$ cat config.mk
export PLATFORM = sky130hd
export DESIGN_NAME = tmtg_timer_tone
export DESIGN_NICKNAME = d
export VERILOG_FILES = /design/src/rtl/tmtg_pkg.sv /design/src/rtl/tmtg_reload_counter.sv /design/src/rtl/tmtg_sine_step.sv /design/src/rtl/tmtg_timer_tone.sv
export VERILOG_INCLUDE_DIRS = /design/src /design/src/rtl
export SDC_FILE = /design/constraint.sdc
export NUM_CORES = 1
export LEC_CHECK = 0
export BUFFER_PORTS_ARGS = -buffer_cell sky130_fd_sc_hd__buf_2
export CORE_ASPECT_RATIO = 1.5
export CORE_UTILIZATION = 46
export DETAILED_ROUTE_END_ITERATION = 10
export HOLD_SLACK_MARGIN = 0.1
export MAX_ROUTING_LAYER = met4
export PLACE_DENSITY_LB_ADDON = 0.1
export SLEW_MARGIN = 0
export SYNTH_ARGS = -nofsm -noshare
export SYNTH_HDL_FRONTEND = slang
export SYNTH_SLANG_ARGS = --single-unit
$ cat constraint.sdc
create_clock -name mclk_i -period 3.08 [get_ports mclk_i]
set_clock_uncertainty 0.05 [all_clocks]
set_input_delay 0.154 -clock mclk_i [delete_from_list [all_inputs] [get_ports mclk_i]]
set_output_delay 0.154 -clock mclk_i [all_outputs]
set_load 0.005 [all_outputs]
$ cat src/rtl/tmtg_consts.svh
`ifndef TMTG_CONSTS_SVH
`define TMTG_CONSTS_SVH

// register byte addresses on the processor data bus
`define TMTG_ADDR_ROW_LO 16'h00f4
`define TMTG_ADDR_ROW_HI 16'h00f5
`define TMTG_ADDR_COL 16'h00f6
`define TMTG_ADDR_CTRL 16'h00f7
`define TMTG_ADDR_TMR_LO 16'h00f8
`define TMTG_ADDR_TMR_HI 16'h00f9

// control register fields
`define TMTG_CTRL_MODE_LSB 0
`define TMTG_CTRL_MODE_MSB 2
`define TMTG_CTRL_CLKMODE_BIT 3
`define TMTG_CTRL_ATG_BIT 4
`define TMTG_CTRL_BUS_ACT_BIT 5
`define TMTG_CTRL_TI_BIT 6

// reset values
`define TMTG_CTRL_RESET 8'h00
`define TMTG_ROW_RESET 16'h0000
`define TMTG_COL_RESET 8'h00
`define TMTG_TMR_RESET 16'h0000
`define TMTG_RDATA_RESET 8'h00

// prescaler: one counter tick every 1, 2 or 4 oscillator clocks
`define TMTG_PRE_LAST 2'h3
`define TMTG_STEP_LAST 5'h19

`endif

$ cat src/rtl/tmtg_pkg.sv
package tmtg_pkg;

  // communication mode field encoding
  typedef enum logic [2:0] {
    TMTG_MODE_IDLE = 3'h0,
    TMTG_MODE_INTERVAL = 3'h1,
    TMTG_MODE_PULSE = 3'h2,
    TMTG_MODE_ROW_TONE = 3'h3,
    TMTG_MODE_COL_TONE = 3'h4,
    TMTG_MODE_MODEM = 3'h5,
    TMTG_MODE_MODEM_PRE = 3'h6,
    TMTG_MODE_DUAL_TONE = 3'h7
  } tmtg_mode_e;

  typedef logic [3:0] tmtg_level_t;

endpackage

$ cat src/rtl/tmtg_reload_counter.sv
`timescale 1ns/1ps
`include "tmtg_consts.svh"

module tmtg_reload_counter import tmtg_pkg::*; #(
  parameter int W = 16
) (
  // clock and reset
  input wire logic clk_i,
  input wire logic rst_b_i,
  // control
  input wire logic load_i,
  input wire logic run_i,
  input wire logic tick_i,
  input wire logic [W-1:0] value_i,
  // state
  output logic [W-1:0] count_o,
  output logic carry_o
);

  // one extra bit so the counter passes zero to all ones: value+2 ticks per carry
  logic [W:0] cnt_r;
  logic wrap;

  assign wrap = &cnt_r;
  assign carry_o = run_i && tick_i && wrap && !load_i;
  assign count_o = cnt_r[W-1:0];

  always_ff @(posedge clk_i or negedge rst_b_i) begin
    if (!rst_b_i) begin
      cnt_r <= '0;
    end else if (load_i) begin
      cnt_r <= {1'b0, value_i};
    end else if (run_i && tick_i) begin
      if (wrap) begin
        cnt_r <= {1'b0, value_i};
      end else begin
        cnt_r <= cnt_r - 1'b1;
      end
    end
  end

endmodule // tmtg_reload_counter

$ cat src/rtl/tmtg_sine_step.sv
`timescale 1ns/1ps
`include "tmtg_consts.svh"

module tmtg_sine_step import tmtg_pkg::*; (
  // clock and reset
  input wire logic clk_i,
  input wire logic rst_b_i,
  // divider carry
  input wire logic step_i,
  // level code to the resistor network
  output tmtg_level_t level_o
);

  logic [4:0] step_r;

  // step number to level code, one sine cycle over 26 steps
  function automatic tmtg_level_t step_level(input logic [4:0] s);
    tmtg_level_t l;
    l = 4'h8;
    unique case (s)
      5'h00: l = 4'h8;
      5'h01: l = 4'h9;
      5'h02: l = 4'hb;
      5'h03: l = 4'hc;
      5'h04: l = 4'he;
      5'h05: l = 4'hf;
      5'h06: l = 4'hf;
      5'h07: l = 4'hf;
      5'h08: l = 4'hf;
      5'h09: l = 4'he;
      5'h0a: l = 4'hc;
      5'h0b: l = 4'hb;
      5'h0c: l = 4'h9;
      5'h0d: l = 4'h8;
      5'h0e: l = 4'h6;
      5'h0f: l = 4'h4;
      5'h10: l = 4'h3;
      5'h11: l = 4'h1;
      5'h12: l = 4'h0;
      5'h13: l = 4'h0;
      5'h14: l = 4'h0;
      5'h15: l = 4'h0;
      5'h16: l = 4'h1;
      5'h17: l = 4'h3;
      5'h18: l = 4'h4;
      5'h19: l = 4'h6;
      default: l = 4'h8;
    endcase
    return l;
  endfunction

  always_ff @(posedge clk_i or negedge rst_b_i) begin
    if (!rst_b_i) begin
      step_r <= 5'h00;
    end else if (step_i) begin
      step_r <= (step_r == `TMTG_STEP_LAST) ? 5'h00 : step_r + 5'h01;
    end
  end

  // without steps the level holds where it stopped
  always_ff @(posedge clk_i or negedge rst_b_i) begin
    if (!rst_b_i) begin
      level_o <= 4'h8;
    end else begin
      level_o <= step_level(step_r);
    end
  end

endmodule // tmtg_sine_step

$ cat src/rtl/tmtg_timer_tone.sv
`timescale 1ns/1ps
`include "tmtg_consts.svh"

module tmtg_timer_tone import tmtg_pkg::*; #(
  parameter int ROW_W = 16,
  parameter int COL_W = 8,
  parameter int TMR_W = 16
) (
  // clock and reset
  input wire logic mclk_i,
  input wire logic rst_b_i,
  // processor data bus
  input wire logic [15:0] bus_addr_i,
  input wire logic [7:0] bus_wdata_i,
  input wire logic bus_wr_i,
  input wire logic bus_rd_i,
  output logic [7:0] bus_rdata_o,
  // pins
  input wire logic rx_carrier_in_i,
  output logic audible_tone_out_o,
  output tmtg_level_t tone_tx_out_row_o,
  output tmtg_level_t tone_tx_out_col_o,
  output logic tone_tx_out_en_o,
  // processor side
  output logic irq_o,
  output logic phi2_tick_o
);

  ////////////////////////////////////////////////////////////////////////////
  // registers and decode

  logic [7:0] ctrl_r;
  logic [ROW_W-1:0] row_rx_value_r;
  logic [COL_W-1:0] col_tx_value_r;
  logic [TMR_W-1:0] timer_reload_r;
  tmtg_mode_e comm_mode_field;
  tmtg_mode_e mode_prev_r;
  logic clk_mode;
  logic atg_en;
  logic timer_irq_enable;
  logic ti_prev_r;

  logic [ROW_W-1:0] row_rx_counter;
  logic [COL_W-1:0] col_tx_counter;
  logic [TMR_W-1:0] timer_counter;
  logic row_carry;
  logic col_carry;
  logic timer_carry;

  logic wr_row_lo, wr_row_hi, wr_col, wr_ctrl, wr_tmr_lo, wr_tmr_hi;
  logic rd_row, rd_tmr;

  assign comm_mode_field = tmtg_mode_e'(ctrl_r[`TMTG_CTRL_MODE_MSB:`TMTG_CTRL_MODE_LSB]);
  assign clk_mode = ctrl_r[`TMTG_CTRL_CLKMODE_BIT];
  assign atg_en = ctrl_r[`TMTG_CTRL_ATG_BIT];
  assign timer_irq_enable = ctrl_r[`TMTG_CTRL_TI_BIT];

  assign wr_row_lo = bus_wr_i && (bus_addr_i == `TMTG_ADDR_ROW_LO);
  assign wr_row_hi = bus_wr_i && (bus_addr_i == `TMTG_ADDR_ROW_HI);
  assign wr_col = bus_wr_i && (bus_addr_i == `TMTG_ADDR_COL);
  assign wr_ctrl = bus_wr_i && (bus_addr_i == `TMTG_ADDR_CTRL);
  assign wr_tmr_lo = bus_wr_i && (bus_addr_i == `TMTG_ADDR_TMR_LO);
  assign wr_tmr_hi = bus_wr_i && (bus_addr_i == `TMTG_ADDR_TMR_HI);
  assign rd_row = bus_rd_i &&
                  ((bus_addr_i == `TMTG_ADDR_ROW_LO) || (bus_addr_i == `TMTG_ADDR_ROW_HI));
  assign rd_tmr = bus_rd_i &&
                  ((bus_addr_i == `TMTG_ADDR_TMR_LO) || (bus_addr_i == `TMTG_ADDR_TMR_HI));

  ////////////////////////////////////////////////////////////////////////////
  // mode decode

  logic row_active;
  logic row_slow;
  logic row_irq_carry;
  logic row_pulse_mode;
  logic row_tone_mode;
  logic mode_chg;
  logic row_load;
  logic col_load;
  logic timer_load;
  logic timer_run;

  always_comb begin
    row_active = 1'b0;
    row_slow = 1'b0;
    row_irq_carry = 1'b0;
    row_pulse_mode = 1'b0;
    row_tone_mode = 1'b0;
    unique case (comm_mode_field)
      TMTG_MODE_IDLE: row_active = 1'b0;
      TMTG_MODE_INTERVAL: begin
        row_active = 1'b1;
        row_slow = 1'b1;
        row_irq_carry = 1'b1;
      end
      TMTG_MODE_PULSE: begin
        row_active = 1'b1;
        row_slow = 1'b1;
        row_pulse_mode = 1'b1;
      end
      TMTG_MODE_ROW_TONE: begin
        row_active = 1'b1;
        row_tone_mode = 1'b1;
      end
      TMTG_MODE_COL_TONE: row_active = 1'b0;
      TMTG_MODE_MODEM, TMTG_MODE_MODEM_PRE: begin
        row_active = 1'b1;
        row_slow = 1'b1;
        row_pulse_mode = 1'b1;
      end
      TMTG_MODE_DUAL_TONE: begin
        row_active = 1'b1;
        row_tone_mode = 1'b1;
      end
    endcase
  end

  assign mode_chg = (comm_mode_field != mode_prev_r);
  assign row_load = mode_chg && (comm_mode_field != TMTG_MODE_COL_TONE);
  assign col_load = mode_chg && comm_mode_field[2];
  assign timer_load = timer_irq_enable && !ti_prev_r;
  assign timer_run = timer_irq_enable || clk_mode;

  always_ff @(posedge mclk_i or negedge rst_b_i) begin
    if (!rst_b_i) begin
      mode_prev_r <= TMTG_MODE_IDLE;
      ti_prev_r <= 1'b0;
    end else begin
      mode_prev_r <= comm_mode_field;
      ti_prev_r <= timer_irq_enable;
    end
  end

  ////////////////////////////////////////////////////////////////////////////
  // prescaler: counters tick at oscillator over 1, 2 or 4

  logic [1:0] pre_r;
  logic tick_div2;
  logic tick_div4;
  logic row_tick;
  logic col_tick;

  always_ff @(posedge mclk_i or negedge rst_b_i) begin
    if (!rst_b_i) begin
      pre_r <= 2'h0;
    end else begin
      pre_r <= pre_r + 2'h1;
    end
  end

  assign tick_div2 = pre_r[0];
  assign tick_div4 = (pre_r == `TMTG_PRE_LAST);
  // timers use K=4; sine tones use 26 steps times a divide of 1 or 2
  assign row_tick = row_slow ? tick_div4 : tick_div2;
  assign col_tick = (comm_mode_field == TMTG_MODE_MODEM) ? 1'b1 : tick_div2;

  ////////////////////////////////////////////////////////////////////////////
  // receive carrier synchroniser and edge detect

  logic [2:0] rxc_sync_r;
  logic rxc_level_r;
  logic rxc_edge;

  always_ff @(posedge mclk_i or negedge rst_b_i) begin
    if (!rst_b_i) begin
      rxc_sync_r <= 3'h0;
    end else begin
      rxc_sync_r <= {rxc_sync_r[1:0], rx_carrier_in_i};
    end
  end

  assign rxc_edge = (rxc_sync_r[1] == rxc_sync_r[2]) && (rxc_sync_r[2] != rxc_level_r);

  always_ff @(posedge mclk_i or negedge rst_b_i) begin
    if (!rst_b_i) begin
      rxc_level_r <= 1'b0;
    end else if (rxc_sync_r[1] == rxc_sync_r[2]) begin
      rxc_level_r <= rxc_sync_r[2];
    end
  end

  ////////////////////////////////////////////////////////////////////////////
  // software registers

  always_ff @(posedge mclk_i or negedge rst_b_i) begin
    if (!rst_b_i) begin
      ctrl_r <= `TMTG_CTRL_RESET;
    end else if (wr_ctrl) begin
      ctrl_r <= bus_wdata_i;
    end
  end

  // a carrier edge capture wins over a software write in the same cycle
  always_ff @(posedge mclk_i or negedge rst_b_i) begin
    if (!rst_b_i) begin
      row_rx_value_r <= `TMTG_ROW_RESET;
    end else if (row_pulse_mode && rxc_edge) begin
      row_rx_value_r <= row_rx_counter;
    end else if (wr_row_lo) begin
      row_rx_value_r[7:0] <= bus_wdata_i;
    end else if (wr_row_hi) begin
      row_rx_value_r[15:8] <= bus_wdata_i;
    end
  end

  always_ff @(posedge mclk_i or negedge rst_b_i) begin
    if (!rst_b_i) begin
      col_tx_value_r <= `TMTG_COL_RESET;
    end else if (wr_col) begin
      col_tx_value_r <= bus_wdata_i;
    end
  end

  always_ff @(posedge mclk_i or negedge rst_b_i) begin
    if (!rst_b_i) begin
      timer_reload_r <= `TMTG_TMR_RESET;
    end else if (wr_tmr_lo) begin
      timer_reload_r[7:0] <= bus_wdata_i;
    end else if (wr_tmr_hi) begin
      timer_reload_r[15:8] <= bus_wdata_i;
    end
  end

  ////////////////////////////////////////////////////////////////////////////
  // counters

  tmtg_reload_counter #(.W(TMR_W)) u_timer (
    .clk_i(mclk_i),
    .rst_b_i(rst_b_i),
    .load_i(timer_load),
    .run_i(timer_run),
    .tick_i(tick_div4),
    .value_i(timer_reload_r),
    .count_o(timer_counter),
    .carry_o(timer_carry)
  );

  tmtg_reload_counter #(.W(ROW_W)) u_row (
    .clk_i(mclk_i),
    .rst_b_i(rst_b_i),
    .load_i(row_load),
    .run_i(row_active),
    .tick_i(row_tick),
    .value_i(row_rx_value_r),
    .count_o(row_rx_counter),
    .carry_o(row_carry)
  );

  tmtg_reload_counter #(.W(COL_W)) u_col (
    .clk_i(mclk_i),
    .rst_b_i(rst_b_i),
    .load_i(col_load),
    .run_i(comm_mode_field[2]),
    .tick_i(col_tick),
    .value_i(col_tx_value_r),
    .count_o(col_tx_counter),
    .carry_o(col_carry)
  );

  ////////////////////////////////////////////////////////////////////////////
  // interrupt latches: a set in the clearing cycle wins

  logic timer_irq_r;
  logic row_irq_r;
  logic timer_irq_set;
  logic row_irq_set;

  assign timer_irq_set = timer_carry && timer_irq_enable;
  assign row_irq_set = (row_irq_carry && row_carry) || (row_pulse_mode && rxc_edge);

  always_ff @(posedge mclk_i or negedge rst_b_i) begin
    if (!rst_b_i) begin
      timer_irq_r <= 1'b0;
    end else if (timer_irq_set) begin
      timer_irq_r <= 1'b1;
    end else if (rd_tmr) begin
      timer_irq_r <= 1'b0;
    end
  end

  always_ff @(posedge mclk_i or negedge rst_b_i) begin
    if (!rst_b_i) begin
      row_irq_r <= 1'b0;
    end else if (row_irq_set) begin
      row_irq_r <= 1'b1;
    end else if (rd_row) begin
      row_irq_r <= 1'b0;
    end
  end

  always_ff @(posedge mclk_i or negedge rst_b_i) begin
    if (!rst_b_i) begin
      irq_o <= 1'b0;
    end else begin
      irq_o <= timer_irq_r || row_irq_r;
    end
  end

  ////////////////////////////////////////////////////////////////////////////
  // processor clock: osc/4 normally, timer carry in low power mode

  always_ff @(posedge mclk_i or negedge rst_b_i) begin
    if (!rst_b_i) begin
      phi2_tick_o <= 1'b0;
    end else begin
      phi2_tick_o <= clk_mode ? timer_carry : tick_div4;
    end
  end

  ////////////////////////////////////////////////////////////////////////////
  // tone outputs

  logic row_step;
  logic col_step;

  assign row_step = row_tone_mode && row_carry &&
                    ((comm_mode_field == TMTG_MODE_DUAL_TONE) || !atg_en);
  assign col_step = comm_mode_field[2] && col_carry;

  always_ff @(posedge mclk_i or negedge rst_b_i) begin
    if (!rst_b_i) begin
      audible_tone_out_o <= 1'b0;
    end else if ((comm_mode_field == TMTG_MODE_ROW_TONE) && atg_en && row_carry) begin
      audible_tone_out_o <= !audible_tone_out_o;
    end
  end

  always_ff @(posedge mclk_i or negedge rst_b_i) begin
    if (!rst_b_i) begin
      tone_tx_out_en_o <= 1'b0;
    end else begin
      tone_tx_out_en_o <= comm_mode_field[2] ||
                          ((comm_mode_field == TMTG_MODE_ROW_TONE) && !atg_en);
    end
  end

  tmtg_sine_step u_row_step (
    .clk_i(mclk_i),
    .rst_b_i(rst_b_i),
    .step_i(row_step),
    .level_o(tone_tx_out_row_o)
  );

  tmtg_sine_step u_col_step (
    .clk_i(mclk_i),
    .rst_b_i(rst_b_i),
    .step_i(col_step),
    .level_o(tone_tx_out_col_o)
  );

  ////////////////////////////////////////////////////////////////////////////
  // read data, one cycle after the read strobe

  always_ff @(posedge mclk_i or negedge rst_b_i) begin
    if (!rst_b_i) begin
      bus_rdata_o <= `TMTG_RDATA_RESET;
    end else if (bus_rd_i) begin
      unique case (bus_addr_i)
        `TMTG_ADDR_ROW_LO: bus_rdata_o <= row_rx_value_r[7:0];
        `TMTG_ADDR_ROW_HI: bus_rdata_o <= row_rx_value_r[15:8];
        `TMTG_ADDR_COL: bus_rdata_o <= col_tx_value_r;
        `TMTG_ADDR_CTRL: bus_rdata_o <= {1'b0, ctrl_r[6:0]};
        `TMTG_ADDR_TMR_LO: bus_rdata_o <= timer_counter[7:0];
        `TMTG_ADDR_TMR_HI: bus_rdata_o <= timer_counter[15:8];
        default: bus_rdata_o <= 8'h00;
      endcase
    end
  end

endmodule // tmtg_timer_tone

==> impl_summary.log <==
[metrics] clock period minus final worst setup slack: 2500 ps
[metrics] highest ir drop seen on vdd: 0.280 mV
[metrics] Detailed Routing Iterations Pass 1: 4
[metrics] largest buffer count on any clock path: 2
[metrics] worst rel slew slack: 0.348
[metrics] GRT overflow: 0
[metrics] final setup violating endpoints: 0
[metrics] min setup slack post-route: 579 ps
[metrics] required time at the worst-slack endpoint: 3320 ps
[metrics] vertical die dimension: 158 um
[metrics] clock root buffer: clkbuf_16
[metrics] final hold violation count: 0
[metrics] overall die area: 16800 um2
[metrics] largest fanout on the critical path: 17
[metrics] via-per-instance ratio: 6.03
[metrics] CORE AREA: 15800 um2
[metrics] area share of the leading cell type in the synthesized netlist: 0.434
[metrics] pin count of the biggest net entering global routing: 54
[metrics] maxcap violations: 0
[metrics] status: complete, no violations
[metrics] total wirelength of the detailed-routed design: 19700 um
[metrics] f_max: 400 MHz
[metrics] wire length of the first global-routing pass: 31700 um
[metrics] Synth Cell Area: 7490 um2
[metrics] ys flop type: dfrtp_1
[metrics] synthesized area per cell: 9.86 um2
[metrics] largest area contributor in the synthesized netlist: dfrtp_1
[metrics] worst-case hold slack: 124 ps
[metrics] setup slack after placement: 585 ps
[metrics] number of primary I/O pins: 49
[metrics] half-perimeter wire length after detailed placement: 14200 um
[metrics] remaining antenna violation count after routing: 0
[metrics] Syn Nets: 816
[metrics] number of core rows: 56
[metrics] warning count from the yosys run: 0
[metrics] biggest area contributors in the synthesized netlist: dfrtp_1 (43%), ha_1 (4.5%), mux2_2 (4.5%)
[metrics] starting DRC count in detailed routing: 351
[metrics] Antenna diodes: 0
[metrics] DIE WIDTH: 106 um
[metrics] CTS clock-pin slew for the worst setup and hold paths: 60 ps
[metrics] cell area power density: 475 nW/um2
[metrics] P_leak: 3.92 nW
[metrics] Final #Nets: 859
[metrics] last weighted congestion value of the routability-driven placer: 0.854
[metrics] Wirelength per Cell: 19.4 um
[metrics] worst-skew pair later-pin latency: 430 ps
[metrics] via count of the first global-routing pass: 6046
[metrics] Arrival @ worst endpoint: 2740 ps
[metrics] GRT Resource Usage Total: 0.256
[metrics] Hold Crit Class: in -> reg
[metrics] transition time at the pin with the least slew margin: 964 ps
[metrics] portion of the clock cycle consumed by the worst path in the final layout: 0.812
[metrics] category of the most critical setup path: reg -> reg
[metrics] Inserted Clock Buffers: 17
[metrics] number of design rule violations left after detail routing: 0
[metrics] Clock Sink Count: 132
[metrics] proportion of synthesized flip-flops having asynchronous set or reset: 1.00
[metrics] summed negative setup slack over all endpoints: 0 ps
[metrics] register area share after synthesis: 0.441
[metrics] capturing element type of the critical path: register
[metrics] via count of the routed design: 6144
[metrics] count of state elements after synthesis: 132
[metrics] number of port buffers: 48
[metrics] Initial Util: 0.475
[metrics] Max Transition Viols Final: 0
[metrics] number of flops mapped to enable cells by yosys: 0
[metrics] proportion of layout cells with a drive suffix above 1: 0.186
[metrics] RSZ-0062 raised after global routing: no
[metrics] number of different library cells in the post-synthesis netlist: 76
[metrics] sort of element at the start of the critical path: register
[metrics] number of antenna violations at the first check in global routing: 0
[metrics] post_cts resized: 0
[metrics] post-synthesis instance total: 760
[metrics] layout filler cell count: 1445
[metrics] H-tree depth: 4
[metrics] Syn-to-layout area delta: 14.3%
[metrics] CTS tree: done
path summary, 6_finish.rpt:
kind	from	to	slack, ps	cells after the start
max reg2reg	ctrl_r[1]	u_row.cnt_r[0]	580	6
min in group asynchronous	rst_b_i	timer_reload_r[14]	210	2
min reg2reg	rxc_sync_r[0]	rxc_sync_r[1]	300	0
max	ctrl_r[1]	u_row.cnt_r[0]	580	6
min	bus_wdata_i[1]	row_rx_value_r[1]	120	3
max in group asynchronous	rst_b_i	u_row_step.level_o[3]	1910	3
final cells by class:
cell class                 count  area (um2)  area share
sequential                   132        3310       0.386
multi-input combinational    550        3830       0.448
tap                          203         254      0.0297
inverter                      33         124      0.0145
clock inverter                11         125      0.0146
clock buffer                  21         480      0.0561
timing repair buffer          69         442      0.0516
synth_stat cells (all sizes together), types with 10 or more instances:
master / count
nor3: 20
nand3: 10
a31oi: 11
buf: 21
nand2: 48
ha: 27
mux2: 32
mux2i: 29
nand4: 14
a22oi: 20
clkbuf: 24
nor4: 13
o22ai: 11
or3: 10
o2bb2ai: 10
inv: 33
o21ai: 53
nor2: 63
dfrtp: 130
a21oi: 46
repair_timing:
item,in CTS,in global routing
hold buffers,10,0
setup buffers,0,0
hold endpoints to repair,86,0
power by group:
group,internal (mW),switching [mW]
sequential,1.76,0.0307
clock,1.28,0.780
combinational,0.0924,0.133
total,3.13,0.943
layout by cell type (no fill, tap or decap), drive strengths merged, types with 5 or more instances in the layout:
cell type and instances:
a21boi 5, a21oi 46, a22o 9, a22oi 20
a2bb2oi 8, a31oi 11, buf 59, clkbuf 21
clkinvlp 5, dfrtp 130, dlygate4sd3 10, ha 27
inv 34, mux2 32, mux2i 29, nand2 48
nand2b 7, nand3 10, nand4 14, nor2 63
nor2b 8, nor3 20, nor4 13, o211ai 8
o21ai 53, o22a 9, o22ai 11, o2bb2ai 10
or2 6, or3 10, or4 8
sequential cells by signal, indices dropped and copies added (netlist names), 2 cells and up:
name / flops
timer_reload_r: 16
u_row_step.level_o: 4
bus_rdata_o: 8
u_row.cnt_r: 17
u_col_step.level_o: 4
u_col.cnt_r: 9
u_row_step.step_r: 5
rxc_sync_r: 3
row_rx_value_r: 16
u_col_step.step_r: 5
mode_prev_r: 3
ctrl_r: 7
col_tx_value_r: 8
u_timer.cnt_r: 17
pre_r: 2
through the flow:
| stage | utilization | cell area (um2) | std cells | power [mW] |
|---|---|---|---|---|
| 3_3_place_gp | 0.498 | 7860 | 977 | 2.03 |
| 3_5_place_dp | 0.498 | 7860 | 977 | 2.03 |
| 4_1_cts | 0.543 | 8560 | 1019 | 4.10 |
| 6_report | 0.543 | 8560 | 1019 | 4.07 |
| 2_1_floorplan | - | 7490 | 760 | 1.92 |
| 5_1_grt | 0.543 | 8560 | 1019 | 4.20 |
metal layers:
metal | share of wire | GRT usage | up-vias
li1 | - | - | 2909
met1 | 0.41 | 0.287 | 3004
met2 | 0.51 | 0.434 | 182
met3 | 0.041 | 0.0413 | 49
met4 | 0.045 | 0.141 | 0
met5 | 0 | - | -
cells by family after synthesis:
| family | share of synthesized area |
|---|---|
| and+or+nand+nor | 0.167 |
| adders and majority gates | 0.0464 |
| xor gates and xnor gates | 0.00935 |
| muxes | 0.0869 |
| AOI/OAI and AO/OA | 0.201 |
| DFF | 0.441 |
| buffers and inverters | 0.0474 |
worst max-delay path, cell delays in order (launching register included):
cell	delay, ps
dfrtp_1	540
xnor2_1	330
nor3b_1	300
o21ai_1	250
and2_1	250
buf_4	200
a2111oi_0	440
(Power assumes the default switching activity.)
